### src/hdl/ebt_pkg.sv
`default_nettype none
package ebt_pkg;
	// clock figures; one cpu clock spans two system cycles (one per half)
	localparam int CLK_PERIOD_NS = 20;
	localparam int CPU_CLK_PERIOD_NS = 40;
	localparam int HALF_PER_CPU = CPU_CLK_PERIOD_NS / CLK_PERIOD_NS;
	localparam logic [5:0] CPU_CYC = 6'(HALF_PER_CPU);
	localparam logic [5:0] HALF_CYC = 6'(HALF_PER_CPU / 2);
	// memory cycle wait-states
	localparam logic [3:0] WAIT_MAX = 4'hf;
	// window configuration word field positions
	localparam int WAIT_LSB = 0;
	localparam int WAIT_MSB = 3;
	localparam int ASYNC_BIT = 3;
	localparam int CMD_DELAY_BIT = 4;
	localparam int TRISTATE_BIT = 5;
	localparam int MUX_BIT = 6;
	localparam int READY_EN_BIT = 12;
	localparam int READY_LEVEL_BIT = 13;
	// reset values of the window controls
	localparam logic [15:0] WIN_CFG_RESET = 16'h0000;
	localparam logic SELECT_TIMING_RESET = 1'b0;
	localparam int CS_LINES = 5;
	localparam int SYNC_STAGES = 2;

	typedef struct packed {
		logic [3:0] waitCount;
		logic asyncReady;
		logic cmdDelayBit;
		logic tristateBit;
		logic multiplexed;
		logic readyEnable;
		logic readyLevel;
	} ebt_win_cfg_t;

	typedef struct packed {
		logic write;
		logic [2:0] csSel;
		logic [23:0] addr;
		logic [15:0] wdata;
	} ebt_req_t;

	typedef enum logic [2:0] {
		ST_IDLE,
		ST_ADDR,
		ST_DELAY,
		ST_CMD,
		ST_TRI
	} ebt_state_t;
endpackage : ebt_pkg
`default_nettype wire

### src/hdl/ebt_bus_cycle.sv
`default_nettype none
module ebt_bus_cycle
	import ebt_pkg::*;
(
	// clock and reset
	input wire logic clk_sys,
	input wire logic rst_n,
	// cpu request side
	input wire logic reqValid,
	input wire ebt_req_t req,
	output logic reqReady,
	output logic done,
	output logic [15:0] rdata,
	input wire logic nextExtFetch,
	output logic cpuStall,
	// configuration
	input wire logic [15:0] bus_window_config,
	input wire logic select_timing_cfg,
	// external bus pins
	output logic ale,
	output logic rdN,
	output logic wrN,
	output logic [CS_LINES-1:0] csN,
	output logic [23:0] addrOut,
	output logic addrEnN,
	output logic [15:0] dataOut,
	output logic dataEnN,
	input wire logic [15:0] dataIn,
	input wire logic readyPin
);
	ebt_state_t state;
	ebt_win_cfg_t cfg;
	ebt_req_t cur;
	logic csEarly;
	logic cntLoad;
	logic [5:0] cntVal;
	logic cntExpired;
	logic readyPinSync;
	logic readyAsync;
	logic readySeen;
	logic [15:0] dataSync;
	logic cmdDone;
	logic [CS_LINES-1:0] csTarget;

	function automatic ebt_win_cfg_t decode_cfg(input logic [15:0] w);
		ebt_win_cfg_t c;
		c.waitCount = w[WAIT_MSB:WAIT_LSB];
		c.asyncReady = w[ASYNC_BIT];
		c.cmdDelayBit = w[CMD_DELAY_BIT];
		c.tristateBit = w[TRISTATE_BIT];
		c.multiplexed = w[MUX_BIT];
		c.readyEnable = w[READY_EN_BIT];
		c.readyLevel = w[READY_LEVEL_BIT];
		return c;
	endfunction : decode_cfg

	// command phase length in system cycles, less the delay half
	function automatic logic [5:0] cmd_len(input ebt_win_cfg_t c);
		logic [5:0] waits;
		logic [5:0] len;
		waits = '0;
		len = '0;
		if (c.readyEnable) begin
			waits = {3'h0, c.waitCount[2:0]};
		end else begin
			waits = {2'h0, WAIT_MAX - c.waitCount};
		end
		len = 6'(CPU_CYC + 6'(waits * CPU_CYC));
		// async ready sampled one half earlier
		if (c.readyEnable && c.asyncReady) begin
			len = len - HALF_CYC;
		end
		// delayed strobe ends on the same edge as undelayed
		if (!c.cmdDelayBit) begin
			len = len - HALF_CYC;
		end
		return len;
	endfunction : cmd_len

	function automatic logic [5:0] tri_len(input ebt_win_cfg_t c);
		logic [5:0] len;
		len = '0;
		if (!c.tristateBit) begin
			len = len + CPU_CYC;
		end
		if (c.multiplexed) begin
			len = len + CPU_CYC;
		end
		return len;
	endfunction : tri_len

	function automatic logic [CS_LINES-1:0] cs_decode(input logic [2:0] s);
		logic [CS_LINES-1:0] v;
		v = '1;
		if (32'(s) < CS_LINES) begin
			v[s] = 1'b0;
		end
		return v;
	endfunction : cs_decode

	// pin inputs pass two flops before any logic reads them
	ebt_sync #(
		.W(1)
	) u_ready_pin (
		.clk_sys(clk_sys),
		.rst_n(rst_n),
		.din(readyPin),
		.dout(readyPinSync)
	);

	// extra stages cost the asynchronous mode its sync delay
	ebt_sync #(
		.W(1)
	) u_ready_async (
		.clk_sys(clk_sys),
		.rst_n(rst_n),
		.din(readyPinSync),
		.dout(readyAsync)
	);

	ebt_sync #(
		.W(16)
	) u_data_in (
		.clk_sys(clk_sys),
		.rst_n(rst_n),
		.din(dataIn),
		.dout(dataSync)
	);

	ebt_wait_cnt #(
		.W(6)
	) u_wait (
		.clk_sys(clk_sys),
		.rst_n(rst_n),
		.load(cntLoad),
		.loadVal(cntVal),
		.expired(cntExpired)
	);

	assign csTarget = cs_decode(cur.csSel);

	always_comb begin
		if (cfg.asyncReady) begin
			readySeen = (readyAsync == cfg.readyLevel);
		end else begin
			readySeen = (readyPinSync == cfg.readyLevel);
		end
	end

	// no timeout: a ready window waits for ready forever
	assign cmdDone = (state == ST_CMD) && cntExpired &&
		(!cfg.readyEnable || readySeen);

	// counter reload on entry to command and tri-state phases
	always_comb begin
		cntLoad = 1'b0;
		cntVal = '0;
		if ((state == ST_ADDR && cfg.cmdDelayBit) || state == ST_DELAY) begin
			cntLoad = 1'b1;
			// a zero-length command still lasts one cycle
			cntVal = (cmd_len(cfg) == '0) ? '0 : cmd_len(cfg) - 6'h01;
		end else if (cmdDone) begin
			cntLoad = 1'b1;
			cntVal = tri_len(cfg) - 6'h01;
		end
	end

	// sequencer
	always_ff @(posedge clk_sys or negedge rst_n) begin
		if (!rst_n) begin
			state <= ST_IDLE;
		end else begin
			case (state)
				ST_IDLE: begin
					if (reqValid) begin
						state <= ST_ADDR;
					end
				end
				ST_ADDR: begin
					if (!cfg.cmdDelayBit) begin
						state <= ST_DELAY;
					end else begin
						state <= ST_CMD;
					end
				end
				ST_DELAY: begin
					state <= ST_CMD;
				end
				ST_CMD: begin
					if (cmdDone) begin
						if (tri_len(cfg) == '0) begin
							state <= ST_IDLE;
						end else begin
							state <= ST_TRI;
						end
					end
				end
				ST_TRI: begin
					if (cntExpired) begin
						state <= ST_IDLE;
					end
				end
				default: begin
					state <= ST_IDLE;
				end
			endcase
		end
	end

	// request and window settings held for the whole cycle
	always_ff @(posedge clk_sys or negedge rst_n) begin
		if (!rst_n) begin
			cur <= '0;
			cfg <= decode_cfg(WIN_CFG_RESET);
			csEarly <= SELECT_TIMING_RESET;
		end else if (state == ST_IDLE && reqValid) begin
			cur <= req;
			cfg <= decode_cfg(bus_window_config);
			csEarly <= select_timing_cfg;
		end
	end

	// latch strobe and address
	always_ff @(posedge clk_sys or negedge rst_n) begin
		if (!rst_n) begin
			ale <= 1'b0;
			addrOut <= '0;
			addrEnN <= 1'b1;
		end else begin
			ale <= (state == ST_IDLE) && reqValid;
			if (state == ST_IDLE && reqValid) begin
				addrOut <= req.addr;
				addrEnN <= 1'b0;
			end else if (cmdDone) begin
				addrEnN <= 1'b1;
			end
		end
	end

	// chip selects
	always_ff @(posedge clk_sys or negedge rst_n) begin
		if (!rst_n) begin
			csN <= '1;
		end else if (state == ST_IDLE && reqValid && select_timing_cfg) begin
			csN <= cs_decode(req.csSel);
		end else if (state == ST_ADDR && !csEarly) begin
			csN <= csTarget;
		end
	end

	// command strobes; undelayed strobe falls as the latch strobe falls
	always_ff @(posedge clk_sys or negedge rst_n) begin
		if (!rst_n) begin
			rdN <= 1'b1;
			wrN <= 1'b1;
		end else if ((state == ST_ADDR && cfg.cmdDelayBit) ||
			state == ST_DELAY) begin
			rdN <= cur.write;
			wrN <= !cur.write;
		end else if (cmdDone) begin
			rdN <= 1'b1;
			wrN <= 1'b1;
		end
	end

	// write data driven for the command; read data taken at its end
	always_ff @(posedge clk_sys or negedge rst_n) begin
		if (!rst_n) begin
			dataOut <= '0;
			dataEnN <= 1'b1;
			rdata <= '0;
			done <= 1'b0;
		end else begin
			done <= cmdDone;
			if (state == ST_ADDR && cur.write) begin
				dataOut <= cur.wdata;
				dataEnN <= 1'b0;
			end else if (cmdDone) begin
				dataEnN <= 1'b1;
			end
			if (cmdDone && !cur.write) begin
				rdata <= dataSync;
			end
		end
	end

	// next address only once the tri-state interval is over
	assign reqReady = (state == ST_IDLE);
	// cpu keeps running unless it needs the bus again
	assign cpuStall = (state != ST_IDLE) && nextExtFetch;
endmodule : ebt_bus_cycle
`default_nettype wire

### src/hdl/ebt_sync.sv
`default_nettype none
module ebt_sync
	import ebt_pkg::*;
#(
	parameter int W = 1
) (
	// clock and reset
	input wire logic clk_sys,
	input wire logic rst_n,
	// level in and out
	input wire logic [W-1:0] din,
	output logic [W-1:0] dout
);
	logic [W-1:0] stage1;

	// first stage feeds only the second
	always_ff @(posedge clk_sys or negedge rst_n) begin
		if (!rst_n) begin
			stage1 <= '0;
			dout <= '0;
		end else begin
			stage1 <= din;
			dout <= stage1;
		end
	end
endmodule : ebt_sync
`default_nettype wire

### src/hdl/ebt_wait_cnt.sv
`default_nettype none
module ebt_wait_cnt
	import ebt_pkg::*;
#(
	parameter int W = 6
) (
	// clock and reset
	input wire logic clk_sys,
	input wire logic rst_n,
	// control
	input wire logic load,
	input wire logic [W-1:0] loadVal,
	// status
	output logic expired
);
	logic [W-1:0] count;

	// down counter; holds at zero until reloaded
	always_ff @(posedge clk_sys or negedge rst_n) begin
		if (!rst_n) begin
			count <= '0;
		end else if (load) begin
			count <= loadVal;
		end else if (count != '0) begin
			count <= count - W'(1);
		end
	end

	assign expired = (count == '0);
endmodule : ebt_wait_cnt
`default_nettype wire

### config.mk
export PLATFORM = sky130hd
export DESIGN_NAME = ebt_bus_cycle
export DESIGN_NICKNAME = d
export VERILOG_FILES = /design/src/hdl/ebt_pkg.sv /design/src/hdl/ebt_bus_cycle.sv /design/src/hdl/ebt_sync.sv /design/src/hdl/ebt_wait_cnt.sv
export SDC_FILE = /design/constraint.sdc
export NUM_CORES = 1
export LEC_CHECK = 0
export BUFFER_PORTS_ARGS = -buffer_cell sky130_fd_sc_hd__buf_4
export CAP_MARGIN = 20
export CORE_ASPECT_RATIO = 0.9
export CORE_MARGIN = 1.5
export CORE_UTILIZATION = 53
export DETAILED_ROUTE_END_ITERATION = 6
export PLACE_DENSITY = 0.8
export SLEW_MARGIN = 20
export SYNTH_ARGS = -nofsm -noshare
export SYNTH_HDL_FRONTEND = slang
export SYNTH_HIERARCHICAL = 1
export SYNTH_SLANG_ARGS = --single-unit
### constraint.sdc
create_clock -name clk_sys -period 3.7 [get_ports clk_sys]
set_input_delay 0.74 -clock clk_sys [delete_from_list [all_inputs] [get_ports clk_sys]]
set_output_delay 0.74 -clock clk_sys [all_outputs]
set_load 0.005 [all_outputs]
==> results.json <==
{
  "status": "finished, final reports clean",
  "drive_above_1_share_pct": 47.38,
  "initial_core_util_pct": 54.05,
  "port_buffers": 143,
  "cts_inserted_buffers": 17,
  "grt_use_total_pct": 20.56,
  "grt_pass1_vias": 3787,
  "routedWlPerCell_um": 15.98,
  "nets": 649,
  "yosysUniqueCellTypes": 61,
  "setup_viol": 0,
  "grt_pass1_wl_um": 18150,
  "dieHeight_um": 102.2,
  "avgSynthCellArea_sq_um": 13.90,
  "rows": 36,
  "min_period_ns": 3.017,
  "synth_fp_nets": 506,
  "h-tree-depth": 4,
  "tns_ns": 0,
  "num_io_pins": 151,
  "clk_latency_ns": 0.41,
  "yosys.area.top_type": "dfrtp_1",
  "ys_seq_elements": 142,
  "synth_area_sq_mm": 0.005794,
  "area_growth_pct": 30.17,
  "drt_iter0_drc": 141,
  "cts_tree": "done",
  "placed_cell_area_sq_mm": 0.006915,
  "overflow": 0,
  "cp-start-kind": "register",
  "ys_dominant_reg_cell": "dfrtp_1",
  "grt_setup_unrepaired": "no",
  "grt_max_degree": 87,
  "tightest_slew_ns": 0.8221,
  "p_per_area_mw_per_mm2": 864.4,
  "first_pass_iters": 5,
  "crit_required_ns": 4.01,
  "crit_path_max_fanout": 10,
  "n_antenna_cell": 0,
  "synth_top_area_share_pct": 57.44,
  "hold_violations": 0,
  "ys_warn_count": 6,
  "clock-root-buffer": "clkbuf_16",
  "synthCells": 417,
  "grt_antenna_before_repair": 0,
  "clockBufferDepth": 2,
  "slew_violations": 0,
  "die-area_sq_mm": 0.01157,
  "critical_path_class": "register to register",
  "dp_hpwl_um": 7719,
  "synthTopCellsByArea": "dfrtp_1, mux2_2, dfstp_2, mux2_1, ha_1",
  "clkTransAtPathRegs_ns": 0.06,
  "die_w_um": 113.2,
  "clock-sinks": 142,
  "post_cts_buffers": 0,
  "async_reset_ff_share_pct": 100.0,
  "slew_headroom_pct": 45.20,
  "finClkSkew_ns": 0.01123,
  "power_mw": 6.519,
  "ys_seq_area_share_pct": 61.52,
  "ant_nets": 0,
  "synth_edf_count": 0,
  "drc": 0,
  "hold_path_class": "register to register",
  "via_per_inst": 5.262,
  "vias": 3710,
  "routed_wirelength_um": 11270,
  "cap_violations": 0,
  "fp.coreArea_sq_mm": 0.01072,
  "nFillCells": 731,
  "place.gp.congestion": 0.8169,
  "critPathCaptureType": "register",
  "cts.repair.resized": 0,
  "fin_area_sq_mm": 0.007542,
  "max_freq_mhz": 331.5,
  "cp.arrival_ns": 3.32,
  "fin_crit_sh_pct": 81.54,
  "vdd_ir_drop_max_mv": 0.4454,
  "power.leakage_nw": 3.595,
  "cts_hold_buf": 0
}
-- placed cells by master (no fill, tap or decap), types with 4 or more instances in the layout --
master	synthesis	layout
mux2i_1	4	4
mux2_1	16	16
o31ai_1	5	5
dfrtp_1	133	133
nand2_1	21	21
nor2_1	20	20
nor3_1	7	7
o21ai_1	5	5
o21ai_0	11	11
ha_1	7	7
mux2_2	66	66
inv_1	11	11
xnor2_1	7	7
clkbuf_16	0	17
buf_4	2	146
a21oi_1	6	6
nor2b_1	5	5
a211oi_1	4	4
nand3_1	4	4
xor2_1	4	4
bufinv_16	0	4
dfstp_2	9	9
nor4b_1	4	4
-- per-layer routing --
metal / vias to the layer above / track usage (%) / routed length, um
li1: 1744 / - / -
met4: 0 / 9.231 / 235
met1: 1811 / 25.40 / 4752
met3: 18 / 7.948 / 814
met2: 137 / 32.59 / 5464
met5: - / 0 / 0
-- where the power goes --
part	internal [mW]	total, mW	switching, mW
sequential	2.14	2.56	0.415
combinational	1.24	2.17	0.933
clock	1.15	1.79	0.642
-- through the flow --
step / hold WS [ns] / instances / setup slack [ns] / util, %
2_1_floorplan: 0.3312 / 417 / 0.9563 / -
3_3_place_gp: 0.3317 / 674 / 0.9173 / 64.51
3_5_place_dp: 0.3355 / 674 / 0.7428 / 64.51
4_1_cts: 0.3489 / 705 / 0.7058 / 70.35
5_1_grt: 0.3532 / 705 / 0.4537 / 70.35
6_report: 0.3471 / 705 / 0.6831 / 70.35
-- area by class of cell --
type | count | area [sq um] | share of cell area (%)
multi-input cells | 241 | 2036 | 26.99
inverters | 11 | 41.29 | 0.5474
clock buffers | 19 | 442.9 | 5.873
well taps | 133 | 166.4 | 2.206
repair buffers | 147 | 1107 | 14.68
clock inverters | 12 | 183.9 | 2.439
flip-flops and latches | 142 | 3565 | 47.26
-- cell usage after synthesis (5+ instances only) --
master    number
nor2_1        20
dfstp_2        9
nand2_1       21
o21ai_1        5
o31ai_1        5
mux2_2        66
inv_1         11
mux2_1        16
ha_1           7
buf_2          8
clkbuf_1       6
nor3_1         7
a21oi_1        6
xnor2_1        7
o21ai_0       11
nor2b_1        5
dfrtp_1      133
-- kinds of logic after synthesis --
family / after synthesis / synth area share, %
buffers and inverters: 34 / 3.368
DFF: 142 / 61.52
adders and majority gates: 7 / 1.511
xor gates and xnor gates: 12 / 1.943
and+or+nand+nor: 86 / 8.530
AOI/OAI and AO/OA: 49 / 6.262
muxes: 87 / 16.86
-- path summary, 6_finish.rpt --
check | cells past startpoint | to | startpoint | slack (ns)
min in group asynchronous | 1 | u_data_in/dout[4] | rst_n | 0.36
worst min register to register | 0 | u_data_in/dout[10] | u_data_in/stage1[10] | 0.35
worst max-delay path | 10 | u_wait/count[0] | cfg[6] | 0.68
max in group asynchronous | 2 | dataOut[8] | rst_n | 2.41
worst max register to register | 10 | u_wait/count[0] | cfg[6] | 0.68
worst min-delay path | 0 | u_data_in/dout[10] | u_data_in/stage1[10] | 0.35
-- registers in the layout, summed over array words and instances, names as in the netlist, 3 cells and up --
signal,count
state,3
cfg,9
cur,20
u_wait/count,6
csN,5
u_data_in/stage1,16
u_data_in/dout,16
dataOut,16
addrOut,24
rdata,16
-- worst max-delay path, cell delays in order (launching register included) --
cell and delay, ns:
dfrtp_1 0.49, xnor2_1 0.25, ha_1 0.33, or2b_1 0.28
nor4_1 0.20, a21oi_1 0.09, o41ai_2 0.59, o41ai_2 0.17
o21ai_1 0.18, inv_1 0.06, a221oi_1 0.28
(Power assumes the default switching activity.)
